[src/dsg_pkg.sv]
// Shared constants and types for the deep-sleep clock gate bank
package dsg_pkg;
   // ------------------------------------------------------------
   // Register map
   // ------------------------------------------------------------
   localparam int ADDR_W = 12;
   localparam logic [31:0] SYSCTL_BASE = 32'h400f_e000;
   localparam logic [11:0] OFS_RUN_CFG = 12'h060;
   localparam logic [11:0] OFS_RUN_GATE1 = 12'h104;
   localparam logic [11:0] OFS_SLEEP_GATE1 = 12'h114;
   localparam logic [11:0] OFS_DEEP_GATE1 = 12'h124;
   localparam logic [11:0] OFS_IRQ_STATUS = 12'h180;
   localparam logic [11:0] OFS_IRQ_MASK = 12'h184;
   localparam logic [11:0] OFS_ACTIVE_GATE = 12'h188;
   localparam logic [11:0] OFS_MODE_STATUS = 12'h18c;

   // ------------------------------------------------------------
   // Gate register fields
   // ------------------------------------------------------------
   localparam int BIT_COMPARATOR1 = 25;
   localparam int BIT_COMPARATOR0 = 24;
   localparam int BIT_GPCNT2 = 18;
   localparam int BIT_GPCNT1 = 17;
   localparam int BIT_GPCNT0 = 16;
   localparam int BIT_TWO_WIRE0 = 12;
   localparam int BIT_SYNC_SER0 = 4;
   localparam int BIT_ASYNC1 = 1;
   localparam int BIT_ASYNC0 = 0;
   localparam logic [31:0] GATE_WR_MASK = 32'h0307_1013;
   localparam logic [31:0] GATE_RESET = 32'h0000_0000;

   // ------------------------------------------------------------
   // Configuration, interrupt and status fields
   // ------------------------------------------------------------
   localparam int CFG_AUTO_GATE_BIT = 27;
   localparam logic [31:0] CFG_WR_MASK = 32'h0800_0000;
   localparam logic [31:0] CFG_RESET = 32'h0000_0000;
   localparam int IRQ_W = 2;
   localparam int IRQ_FAULT_BIT = 0;
   localparam int IRQ_CHANGE_BIT = 1;
   localparam logic [IRQ_W-1:0] IRQ_RESET = 2'h0;

   // ------------------------------------------------------------
   // Types
   // ------------------------------------------------------------
   typedef enum logic [1:0]
   {
      DSG_MODE_RUN = 2'b00,
      DSG_MODE_SLEEP = 2'b01,
      DSG_MODE_DEEP = 2'b10
   } dsg_mode_e;

   typedef struct packed
   {
      logic wr;
      logic rd;
      logic [ADDR_W-1:0] addr;
      logic [31:0] wdata;
   } dsg_bus_req_s;

   typedef struct packed
   {
      logic req;
      logic [4:0] unit;
   } dsg_unit_acc_s;

   typedef struct packed
   {
      logic done;
      logic fault;
   } dsg_unit_rsp_s;
endpackage

[src/dsg_clock_gate_bank.sv]
// Deep-sleep clock gate bank with its run and sleep companions
//
// Decided for this implementation: the plain strobed port.
`timescale 1ns/1ps
module dsg_clock_gate_bank
(
   // Clock and reset
   input wire logic core_clk,
   input wire logic reset_n,
   // Register port
   input wire dsg_pkg::dsg_bus_req_s bus_req,
   output logic [31:0] bus_rdata,
   // Power mode requests from the power controller
   input wire logic sleep_req,
   input wire logic deep_sleep_req,
   // Peripheral access check
   input wire dsg_pkg::dsg_unit_acc_s unit_acc,
   output dsg_pkg::dsg_unit_rsp_s unit_rsp,
   // Clock enables to the units and mode in force
   output logic [31:0] unit_clk_en,
   output dsg_pkg::dsg_mode_e active_mode,
   // Interrupt
   output logic irq
);
   import dsg_pkg::*;

   // ------------------------------------------------------------
   // Address decode
   // ------------------------------------------------------------
   wire logic hit_cfg;
   wire logic hit_run;
   wire logic hit_sleep;
   wire logic hit_deep;
   wire logic hit_status;
   wire logic hit_mask;
   wire logic hit_active;
   wire logic hit_mode;
   wire logic wr_cfg;
   wire logic wr_run;
   wire logic wr_sleep;
   wire logic wr_deep;
   wire logic wr_status;
   wire logic wr_mask;

   assign hit_cfg = bus_req.addr == OFS_RUN_CFG;
   assign hit_run = bus_req.addr == OFS_RUN_GATE1;
   assign hit_sleep = bus_req.addr == OFS_SLEEP_GATE1;
   assign hit_deep = bus_req.addr == OFS_DEEP_GATE1;
   assign hit_status = bus_req.addr == OFS_IRQ_STATUS;
   assign hit_mask = bus_req.addr == OFS_IRQ_MASK;
   assign hit_active = bus_req.addr == OFS_ACTIVE_GATE;
   assign hit_mode = bus_req.addr == OFS_MODE_STATUS;
   assign wr_cfg = bus_req.wr & hit_cfg;
   assign wr_run = bus_req.wr & hit_run;
   assign wr_sleep = bus_req.wr & hit_sleep;
   assign wr_deep = bus_req.wr & hit_deep;
   assign wr_status = bus_req.wr & hit_status;
   assign wr_mask = bus_req.wr & hit_mask;

   // ------------------------------------------------------------
   // Gate registers
   // ------------------------------------------------------------
   logic [31:0] run_gate_q;
   logic [31:0] sleep_gate_q;
   logic [31:0] deep_gate_q;
   logic [31:0] run_cfg_q;
   logic [31:0] run_gate_d;
   logic [31:0] sleep_gate_d;
   logic [31:0] deep_gate_d;
   logic [31:0] run_cfg_d;
   wire logic auto_gate_sel;

   // Only implemented gate bits are stored; the rest stay zero
   function automatic logic [31:0] gate_field(input logic [31:0] wdata);
      gate_field = wdata & GATE_WR_MASK;
   endfunction

   assign run_gate_d = wr_run ? gate_field(bus_req.wdata) : run_gate_q;
   assign sleep_gate_d = wr_sleep ? gate_field(bus_req.wdata) : sleep_gate_q;
   assign deep_gate_d = wr_deep ? gate_field(bus_req.wdata) : deep_gate_q;
   assign run_cfg_d = wr_cfg ? (bus_req.wdata & CFG_WR_MASK) : run_cfg_q;
   assign auto_gate_sel = run_cfg_q[CFG_AUTO_GATE_BIT];

   always_ff @(posedge core_clk or negedge reset_n)
   begin
      if (!reset_n)
      begin
         run_gate_q <= GATE_RESET;
         sleep_gate_q <= GATE_RESET;
         deep_gate_q <= GATE_RESET;
         run_cfg_q <= CFG_RESET;
      end
      else
      begin
         run_gate_q <= run_gate_d;
         sleep_gate_q <= sleep_gate_d;
         deep_gate_q <= deep_gate_d;
         run_cfg_q <= run_cfg_d;
      end
   end

   // ------------------------------------------------------------
   // Mode tracking and gate selection
   // ------------------------------------------------------------
   dsg_mode_e mode_q;
   dsg_mode_e mode_d;
   logic [31:0] sel_gate;
   logic [31:0] clk_en_q;
   wire logic gate_changed;

   // Deep-sleep outranks sleep when both are asserted
   assign mode_d = deep_sleep_req ? DSG_MODE_DEEP :
                   sleep_req ? DSG_MODE_SLEEP : DSG_MODE_RUN;

   // Without auto gating the run settings stay in force in every mode
   always_comb
   begin
      unique case (mode_q)
         DSG_MODE_RUN: sel_gate = run_gate_q;
         DSG_MODE_SLEEP: sel_gate = auto_gate_sel ? sleep_gate_q : run_gate_q;
         DSG_MODE_DEEP: sel_gate = auto_gate_sel ? deep_gate_q : run_gate_q;
         default: sel_gate = run_gate_q;
      endcase
   end

   assign gate_changed = sel_gate != clk_en_q;

   always_ff @(posedge core_clk or negedge reset_n)
   begin
      if (!reset_n)
      begin
         mode_q <= DSG_MODE_RUN;
         clk_en_q <= GATE_RESET;
      end
      else
      begin
         mode_q <= mode_d;
         clk_en_q <= sel_gate;
      end
   end

   assign unit_clk_en = clk_en_q;
   assign active_mode = mode_q;

   // ------------------------------------------------------------
   // Access check against the clocks in force
   // ------------------------------------------------------------
   dsg_unit_rsp_s chk_rsp;

   dsg_fault_check u_fault_check
   (
      .core_clk(core_clk),
      .reset_n(reset_n),
      .gate_en(clk_en_q),
      .unit_acc(unit_acc),
      .unit_rsp(chk_rsp)
   );

   assign unit_rsp = chk_rsp;

   // ------------------------------------------------------------
   // Interrupt status and mask
   // ------------------------------------------------------------
   logic [IRQ_W-1:0] irq_status_q;
   logic [IRQ_W-1:0] irq_status_d;
   logic [IRQ_W-1:0] irq_mask_q;
   logic [IRQ_W-1:0] irq_mask_d;
   logic [IRQ_W-1:0] irq_events;
   logic [IRQ_W-1:0] irq_clear;

   assign irq_events[IRQ_FAULT_BIT] = chk_rsp.fault;
   assign irq_events[IRQ_CHANGE_BIT] = gate_changed;
   assign irq_clear = wr_status ? bus_req.wdata[IRQ_W-1:0] : IRQ_RESET;
   // A new event in the clearing cycle survives the clear
   assign irq_status_d = (irq_status_q & ~irq_clear) | irq_events;
   assign irq_mask_d = wr_mask ? bus_req.wdata[IRQ_W-1:0] : irq_mask_q;
   assign irq = |(irq_status_q & irq_mask_q);

   always_ff @(posedge core_clk or negedge reset_n)
   begin
      if (!reset_n)
      begin
         irq_status_q <= IRQ_RESET;
         irq_mask_q <= IRQ_RESET;
      end
      else
      begin
         irq_status_q <= irq_status_d;
         irq_mask_q <= irq_mask_d;
      end
   end

   // ------------------------------------------------------------
   // Read path
   // ------------------------------------------------------------
   logic [31:0] rd_value;
   logic [31:0] rdata_q;
   logic [31:0] rdata_d;

   // Unmapped offsets and reserved bits read as zero
   assign rd_value = hit_cfg ? run_cfg_q :
                     hit_run ? run_gate_q :
                     hit_sleep ? sleep_gate_q :
                     hit_deep ? deep_gate_q :
                     hit_status ? {30'h0, irq_status_q} :
                     hit_mask ? {30'h0, irq_mask_q} :
                     hit_active ? clk_en_q :
                     hit_mode ? {30'h0, mode_q} : 32'h0;
   assign rdata_d = bus_req.rd ? rd_value : 32'h0;
   assign bus_rdata = rdata_q;

   always_ff @(posedge core_clk or negedge reset_n)
   begin
      if (!reset_n)
         rdata_q <= 32'h0;
      else
         rdata_q <= rdata_d;
   end

   // ------------------------------------------------------------
   // Checks
   // ------------------------------------------------------------
   logic seen_clk_q;

   always_ff @(posedge core_clk or negedge reset_n)
   begin
      if (!reset_n)
         seen_clk_q <= 1'b0;
      else
         seen_clk_q <= 1'b1;
   end
endmodule

[src/dsg_fault_check.sv]
// Access check that turns accesses to unclocked units into bus faults
`timescale 1ns/1ps
module dsg_fault_check
(
   // Clock and reset
   input wire logic core_clk,
   input wire logic reset_n,
   // Clock enables in force
   input wire logic [31:0] gate_en,
   // Unit access and answer
   input wire dsg_pkg::dsg_unit_acc_s unit_acc,
   output dsg_pkg::dsg_unit_rsp_s unit_rsp
);
   import dsg_pkg::*;

   dsg_unit_rsp_s rsp_q;
   dsg_unit_rsp_s rsp_d;
   wire logic unit_on;

   // Reserved positions are never clocked, so they always fault
   function automatic logic unit_clocked(input logic [31:0] en, input logic [4:0] idx);
      unit_clocked = en[idx] & GATE_WR_MASK[idx];
   endfunction

   assign unit_on = unit_clocked(gate_en, unit_acc.unit);
   assign rsp_d.done = unit_acc.req & unit_on;
   assign rsp_d.fault = unit_acc.req & ~unit_on;
   assign unit_rsp = rsp_q;

   always_ff @(posedge core_clk or negedge reset_n)
   begin
      if (!reset_n)
         rsp_q <= '0;
      else
         rsp_q <= rsp_d;
   end
endmodule

[config.mk]
export PLATFORM = sky130hd
export DESIGN_NAME = dsg_clock_gate_bank
export DESIGN_NICKNAME = d
export VERILOG_FILES = /design/src/dsg_pkg.sv /design/src/dsg_clock_gate_bank.sv /design/src/dsg_fault_check.sv
export SDC_FILE = /design/constraint.sdc
export NUM_CORES = 1
export LEC_CHECK = 0
export BUFFER_PORTS_ARGS = -buffer_cell sky130_fd_sc_hd__buf_2
export CAP_MARGIN = 20
export CORE_MARGIN = 2
export CORE_UTILIZATION = 30
export DETAILED_ROUTE_END_ITERATION = 10
export PLACE_DENSITY_LB_ADDON = 0.1
export SYNTH_ARGS = -nofsm -noshare
export SYNTH_HDL_FRONTEND = slang
export SYNTH_HIERARCHICAL = 1
export SYNTH_SLANG_ARGS = --single-unit
[constraint.sdc]
create_clock -name core_clk -period 2.5 [get_ports core_clk]
set_input_delay 0.5 -clock core_clk [delete_from_list [all_inputs] [get_ports core_clk]]
set_output_delay 0.5 -clock core_clk [all_outputs]
set_load 0.01 [all_outputs]
Word level (Yosys, flattened, before mapping):

Memory sizes are Yosys's and may differ from the RTL's.
Index checks and enable logic that the tools add are counted.

* memory bits (read-only): 32
* memories kept: 1
* register bits after elaboration: 100
* output and inout bits: 69
* word-level logic and storage cells: 57

Memories
* (no name shown): depth 32, width 1, read ports 1, clocked after memory_dff 0, write ports 0, line dsg_fault_check.sv:22 `unit_clocked = en[idx] & GATE_WR_MASK[idx];`

* reductions and logical operators: 1
* magnitude comparators: 1
* equality and inequality tests: 11
* multiplexer cells: 18
* bitwise operators: 14

Operators with widths (number)
* 2-to-1 mux 32 bit: 8
* equality test 12 x 9 -> 1 bit (second input constant): 7
* case mux 32 bit (2 select lines): 1
* 2-to-1 mux 26 bit: 2
* != test 32 bit: 1
* equality test 12 x 7 -> 1 bit (second input constant): 1
* AND 1 bit: 9
* less-than comparator 5 x 6 -> 1 bit (second input constant): 1
* 2-to-1 mux 2 bit: 3
* binary-select mux 1 bit (select 5 bit): 1
* AND 2 bit: 2
* 2-to-1 mux 1 bit: 3
* equality test 2 x 1 -> 1 bit (second input constant): 1
* equality test 2 bit (second input constant): 1
* NOT 2 bit: 1
* bitwise OR 2 bit: 1
* OR reduction 2 bit: 1
* NOT 1 bit: 1

Depth between registers and ports, before layout:

Gate-level depths: netlist of run 1.

* depth in word-level cells: 10
* depth in mapped cells: 9

Hierarchy:

The synthesis of run 1 kept the hierarchy.

By module, submodules not included
* dsg_clock_gate_bank: area each 2947.8 um2, times used 1, cells an instance 283
* dsg_fault_check: area each 205.2 um2, times used 1, cells an instance 22

Worst setup path after synthesis of run 1:

Ideal clock, no wire load.

* path type: input to register
* start: input port bus_req[41] in the netlist's numbering
* end: register sleep_gate_q[12]
* required time: 2.375 ns
* path buffers: 1
* setup slack: 0.206 ns
* stages: 5
* setup time: 0.125 ns
* data arrival time: 2.169 ns
* cell sequence: or4_4 > nor4_4 > and3_1 > buf_4 > mux2_2

* cells in the longest elaborated chain, start to end: 2

RTL lines
* start, declared: line dsg_clock_gate_bank.sv:11 `input wire dsg_pkg::dsg_bus_req_s bus_req,`
* equality test 12 x 9 -> 1 bit: line dsg_clock_gate_bank.sv:47 `assign hit_sleep = bus_req.addr == OFS_SLEEP_GATE1;`
* AND 1 bit: line dsg_clock_gate_bank.sv:55 `assign wr_sleep = bus_req.wr & hit_sleep;`
* end signal, assigned: line dsg_clock_gate_bank.sv:96 `sleep_gate_q <= sleep_gate_d;`
* end, declared: line dsg_clock_gate_bank.sv:64 `logic [31:0] sleep_gate_q;`

Every way passes these cells.
A chain may end at the register's enable or synchronous reset.

Worst setup path after layout of run 1:

* start: register mode_q[0], in the netlist active_mode[0]
* end: register irq_status_q[1]

* cells in the longest elaborated chain, start to end: 4
* elaborated cells on any way between the ends: 5
* classes of those cells: eq/ne (3); mux (1); bitwise (1)

RTL lines
* start, declared: line dsg_clock_gate_bank.sv:105 `dsg_mode_e mode_q;`
* start signal, assigned: line dsg_clock_gate_bank.sv:137 `mode_q <= mode_d;`
* equality test 2 bit / equality test 2 x 1 -> 1 bit (equally long branches): line dsg_clock_gate_bank.sv:118 `unique case (mode_q)`
* case mux 32 bit (2 select lines) *: line dsg_clock_gate_bank.sv:118
* net sel_gate[12]: line dsg_clock_gate_bank.sv:107 `logic [31:0] sel_gate;`
* != test 32 bit *: line dsg_clock_gate_bank.sv:126 `assign gate_changed = sel_gate != clk_en_q;`
* bitwise OR 2 bit *: line dsg_clock_gate_bank.sv:175 `assign irq_status_d = (irq_status_q & ~irq_clear) | irq_events;`
* net irq_status_d[1]: line dsg_clock_gate_bank.sv:165 `logic [IRQ_W-1:0] irq_status_d;`
* end signal, assigned: line dsg_clock_gate_bank.sv:188 `irq_status_q <= irq_status_d;`
* end, declared: line dsg_clock_gate_bank.sv:164 `logic [IRQ_W-1:0] irq_status_q;`

Mark *: on every way through the listed nets, which the timed path passes. The rest lies on a longest branch.

==> results of run 1 <==
flip-flops by register name, summed over array words and instances (netlist names):
name / cells
run_cfg_q: 1
unit_clk_en: 9
irq_mask_q: 2
active_mode: 2
bus_rdata: 10
deep_gate_q: 9
sleep_gate_q: 9
irq_status_q: 2
run_gate_q: 9
u_fault_check/unit_rsp: 2
kinds of logic after synthesis:
logic type      Yosys count
simple gates             73
fa+ha+maj                 2
xor+xnor                  9
other cells               1
compound gates           61
mux                      38
flops                    55
buf+inv                  66
placed cells by master (no fill, tap or decap), types with 3 or more instances in the layout:
cell       Yosys  layout
o21ai_0       13      13
clkbuf_8       0       6
a22oi_1       19      19
mux2i_1       10      10
buf_4         46      14
buf_2          2      57
dfrtp_1       55      55
nor2b_1        6       6
a21oi_1        8       8
nand2b_1       6       6
nor4_1         3       3
inv_1          9       9
nor2_1        19      19
xor2_1         8       8
o2bb2ai_1      8       8
nor3_1         5       5
conb_1         1      47
nand2_1       12      12
nand3_1        5       5
mux2_2        28      28
and3_1         4       4
power by group through the flow:
stage	Combinational, mW	Clock, mW	Sequential [mW]
CTS	0.184	0.650	0.900
detailed placement	0.184	0	0.917
global route	0.205	0.680	0.901
floorplan	0.143	0	0.918
finish	0.183	0.624	0.899
global placement	0.183	0	0.917
final timing paths:
check | depth (start not counted) | slack, ns | endpoint | start
min | 1 | 0.17 | deep_gate_q[1]$_DFFE_PN0P_ | reset_n
min reg2reg | 1 | 0.47 | irq_status_q[0]$_DFF_PN0_ | u_fault_check/unit_rsp[0]$_DFF_PN0_
min in group core_clk | 1 | 0.31 | active_mode[1]$_DFF_PN0_ | deep_sleep_req
max reg2reg | 7 | 0.24 | irq_status_q[1]$_DFF_PN0_ | active_mode[0]$_DFF_PN0_
max | 7 | 0.24 | irq_status_q[1]$_DFF_PN0_ | active_mode[0]$_DFF_PN0_
max in group asynchronous | 2 | 1.68 | unit_clk_en[18]$_DFF_PN0_ | reset_n
area by class of cell:
type,count,share of cell area
clock buffers,6,0.0226
repair buffers,73,0.118
well taps,136,0.0467
multi-input cells,230,0.416
flip-flops and latches,55,0.377
inverters,9,0.00926
clock inverters,2,0.00961
per-layer routing:
metal	part of all wire	global-route usage	up-vias
li1	-	-	1132
met1	0.47	0.196	1153
met2	0.47	0.229	94
met3	0.058	0.0221	8
met4	0.0084	0.0306	0
met5	0	0	-
stage by stage:
stage / total power [mW] / utilization
floorplan: 1.06 / -
global placement: 1.10 / 0.343
detailed placement: 1.10 / 0.343
CTS: 1.73 / 0.355
global route: 1.79 / 0.355
finish: 1.71 / 0.355
==> reports/qor.yml, run 1 <==
synthesis:
  synth_area_um2: 3150
  postSynthAreaPerCell_um2: 10.3
  synth_warnings: 6
  synth_adder_area_share: 0.00794
  synth.largest_area_cell: "dfrtp_1"
  synthMuxAreaShare: 0.132
  ys_seq_area_frac: 0.437
  synth_edf_count: 0
  synth-simple-area-share: 0.129
  synth_area_leaders: "dfrtp_1 (44%), buf_4 (11%), mux2_2 (10%)"
  synth_top_family_by_area: "buffers and inverters"
  synth_cells: 305
  ys.flop_type: "dfrtp_1"
  synth-async-reset-ratio: 1.00
  ys_types: 48
  synth_compound_area_frac: 0.132
  synth_xor_area_frac: 0.0250
  synth_common_cells: "dfrtp_1 (55), buf_4 (46), mux2_2 (28)"
  ys_seq_elements: 55
  synth_top_area_frac: 0.437
  synth_most_common_cell: "dfrtp_1"
timing:
  setup_viol: 0
  fin_ws_ns: 0.236
  max_slew_margin: 0.622
  fmax_mhz: 442
  fin_crit_sh: 0.905
  fin_crit_ns: 2.26
  hold_viol: 0
  fin_hold_ws_ns: 0.174
  worstMarginPinSlew_ns: 0.568
  rsz0062_at_grt: "false"
  setup_tns_ns: 0
  finalMaxSlewViolations: 0
  skew_ns: 0.00504
finish:
  diodes: 0
  drive_gt1_frac: 0.304
  instances_no_fill: 511
  multi_input_area_um2: 1520
  seq_area_um2: 1380
  fillers: 1058
  fin_nets: 432
  flow.area_growth_from_synthesis_pct: 15.7
  stdcell_area_um2: 3650
grt:
  track_usage: 0.140
  antenna_found_initial: 0
  grt_max_degree: 25
  overflow: 0
  grt_pass1_vias: 2294
  grt_pass1_wl_um: 12400
route:
  routedWlPerCell_um: 15.3
  via_per_inst: 4.67
  drc: 0
  vias: 2387
  wl_um: 7820
  drt_iter0_markers: 110
  ant_nets: 0
  dr.pass1.iters: 4
placement:
  placed_area_um2: 3530
  gp_congestion: 0.793
  post-dp-hpwl_um: 6060
  io_buffers: 57
  placedCellCount: 503
  pre_cts_slack_ns: -0.0221
setup_path:
  cp_slowest_cell: "dfrtp_1"
  crit_family: "simple AND/OR/NAND/NOR gates"
  critical_path_class: "flip-flop to flip-flop"
  worst-path-max-fanout: 9
  worst_ep_arrival_time_ns: 2.45
  cp-end-kind: "flip-flop"
  start_kind: "flip-flop"
  crit_path_cell_trace: "inv_1 > ha_1 > nand2b_1 > o2bb2ai_1 > xor2_1 > nor4_1 > nand3_1"
  slowest_delay_ns: 0.41
  worstPathRequired_ns: 2.68
  path_buf_inv: 1
clock_tree:
  clock_latency_ns: 0.31
  cts_sinks: 55
  cts_tree: "built"
  ctsResizeCount: 0
  h-tree-depth: 2
  post_cts_buffers: 0
  postCtsHoldBufs: 0
  numCtsBuffers: 5
  clk_path_buf_depth: 2
  root_buffer: "clkbuf_8"
  clk_pin_slew_worst_paths_ns: 0.10
job:
  maxCapViolCount: 0
power_and_ir_drop:
  seqPwrFrac: 0.527
  switching_share: 0.251
  powerDensity_nw_per_um2: 468
  pwr-share-comb: 0.107
  p_int_mw: 1.28
  vdd_drop_max_mv: 0.256
  leakage_nw: 1.86
  pwr-share-clk: 0.366
  switchingPower_uw: 428
floorplan:
  die_h_um: 107
  dieArea_um2: 11300
  core_region_area_um2: 10300
  num_io_pins: 125
  initial_core_util: 0.307
  die_x_um: 107
  placementRows: 37
status:
  outcome: "finished clean"
hold_path:
  hp-class: "input port to asynchronous set/reset pin"
(Power assumes the default switching activity.)
==> inputs of run 2 (changes only) <==
CORE_MARGIN = unset   (was 2)
==> run 2 against run 1 <==
- combinational power about the same
- critical path depth increased by 1
- sequential share of layout area decreased by 0.24 points
- clock skew about the same
- worst hold slack improved by 0.019 ns
- sequential power about the same
- sequential cell count unchanged
- non-clock buffer count increased by 1
- final cell count increased by 0.20%
- register-to-register slack about the same
- global-route usage increased by 0.73 points
- count of clock-buffer cells in the layout unchanged
- largest cell class unchanged
==> reports/qor.yml, run 2 (synthesized netlist as in run 1, its figures left out) <==
status:
  outcome: "finished clean"
timing:
  fin_crit_sh: 0.910  # +0.00406
  rsz0062_at_grt: "false"
  setup_viol: 0  # unchanged
  setup_tns_ns: 0  # unchanged
  max_slew_margin: 0.595  # -0.0269
  hold_viol: 0  # unchanged
  fin_hold_ws_ns: 0.192  # +0.0187 ns
  finalMaxSlewViolations: 0  # unchanged
  worstMarginPinSlew_ns: 0.608  # +0.0404 ns
  fin_crit_ns: 2.27  # +0.0102 ns
  fin_ws_ns: 0.226  # -0.0102 ns
  skew_ns: 0.00519  # +0.000157 ns
  fmax_mhz: 440  # -0.45%
placement:
  io_buffers: 57  # unchanged
  pre_cts_slack_ns: 0.0415  # +0.0636 ns
  gp_congestion: 0.785  # -1.0%
  placedCellCount: 504  # +0.20%
  post-dp-hpwl_um: 5920  # -2.3%
grt:
  grt_pass1_vias: 2259  # -1.5%
  antenna_found_initial: 0  # unchanged
  grt_max_degree: 27  # +8.0%
  track_usage: 0.148  # +0.00732
  grt_pass1_wl_um: 12400  # +0.23%
  overflow: 0  # unchanged
setup_path:
  start_kind: "flip-flop"
  worstPathRequired_ns: 2.68  # about the same
  critical_path_class: "flip-flop to flip-flop"
  ff2ff_path_depth: 8  # +1
  r2r_slack_ns: 0.23  # about the same
  r2r_start: "active_mode[0]$_DFF_PN0_"
  r2r-end: "irq_status_q[1]$_DFF_PN0_"
  worst_ep_arrival_time_ns: 2.46  # about the same
  cp-end-kind: "flip-flop"
  worst-path-max-fanout: 9  # unchanged
route:
  wl_um: 7700  # -1.6%
  drc: 0  # unchanged
  via_per_inst: 4.67  # about the same
  vias: 2393  # +0.25%
  routedWlPerCell_um: 15.0  # -1.8%
  drt_iter0_markers: 96  # -13%
  ant_nets: 0  # unchanged
  dr.pass1.iters: 4  # unchanged
finish:
  drive_gt1_frac: 0.306  # +0.00185
  fin_nets: 433  # +0.23%
  largest_reg_flops: 10  # unchanged
  mostFrequentLayoutCells: "buf_2 (57), dfrtp_1 (55), conb_1 (47)"
  fillers: 1059  # +0.095%
  diodes: 0  # unchanged
  flow.area_growth_from_synthesis_pct: 16.4
  instances_no_fill: 512  # +0.20%
  layout_commonest_cell: "buf_2"
clock_tree:
  postCtsHoldBufs: 0  # unchanged
  clock_latency_ns: 0.31  # about the same
  h-tree-depth: 2  # unchanged
  clk_path_buf_depth: 2  # unchanged
  cts_tree: "built"
  root_buffer: "clkbuf_8"
  numCtsBuffers: 5  # unchanged
  post_cts_buffers: 0  # unchanged
  cts_sinks: 55  # unchanged
  clk_pin_slew_worst_paths_ns: 0.10  # about the same
  ctsResizeCount: 0  # unchanged
floorplan:
  die_h_um: 105  # -1.9%
  dieArea_um2: 10900  # -3.7%
  num_io_pins: 125  # unchanged
  core_region_area_um2: 10300  # unchanged
  initial_core_util: 0.307  # unchanged
  die_x_um: 105  # -1.9%
  placementRows: 37  # unchanged
power_and_ir_drop:
  vdd_drop_max_mv: 0.223  # -13%
  powerDensity_nw_per_um2: 468  # about the same
  power_mw: 1.72  # +0.63%
  leakage_nw: 1.87  # +0.54%
job:
  maxCapViolCount: 0  # unchanged
hold_path:
  hp-class: "input port to asynchronous set/reset pin"
[run 2: cell types whose count changed in the layout (fill, tap and decap cells not counted), sizes merged]
cell    previous run  this run
clkinv             1         0
inv                9        10
buf               73        74
[run 2: worst max-delay path: stages (launching register included)]
cell	delay (ns)
dfrtp_1	0.39
inv_1	0.09
ha_1	0.30
nand2b_1	0.38
nor2_1	0.10
a21oi_1	0.29
xnor2_1	0.10
a2111oi_0	0.40
nand3_1	0.12
[run 2: report_power, final]
group          total [mW]  internal, mW  switching [mW]  leakage, nW
Combinational       0.183        0.0586           0.124         1.06
Sequential          0.900         0.895         0.00472        0.742
Clock               0.634         0.330           0.304       0.0618
[run 2: final cells by class]
class	instances	area, um2	share of cell area
Multi-Input combinational cell	230	1520	0.414
Timing Repair Buffer	74	450	0.123
Clock inverter	2	38.8	0.0106
Sequential cell	55	1380	0.375
Tap cell	136	170	0.0464
Clock buffer	6	82.6	0.0225
Inverter	9	33.8	0.00920
[run 2: layer usage]
| layer | part of all wire | global-route usage |
|---|---|---|
| met5 | 0 | 0 |
| met4 | 0.013 | 0.0469 |
| met3 | 0.041 | 0.0238 |
| met2 | 0.47 | 0.236 |
| met1 | 0.47 | 0.203 |
[run 2: stage by stage]
stage / cell area, um2 / utilization
3_5_place_dp: 3550 / 0.345
6_report: 3670 / 0.357
5_1_grt: 3670 / 0.357
3_3_place_gp: 3550 / 0.345
2_1_floorplan: 3330 / -
4_1_cts: 3670 / 0.357
[run 2: worst max-delay path by stage]
| stage | startpoint | to | cells after the start |
|---|---|---|---|
| after floorplan | bus_req[41] | sleep_gate_q[12]$_DFFE_PN0P_ | 5 |
| after global placement | bus_req[41] | run_gate_q[24]$_DFFE_PN0P_ | 7 |
| after detailed placement | bus_req[41] | run_gate_q[24]$_DFFE_PN0P_ | 7 |
| after CTS | active_mode[0]$_DFF_PN0_ | irq_status_q[1]$_DFF_PN0_ | 7 |
| after global routing | active_mode[0]$_DFF_PN0_ | irq_status_q[1]$_DFF_PN0_ | 8 |
| final | active_mode[0]$_DFF_PN0_ | irq_status_q[1]$_DFF_PN0_ | 8 |
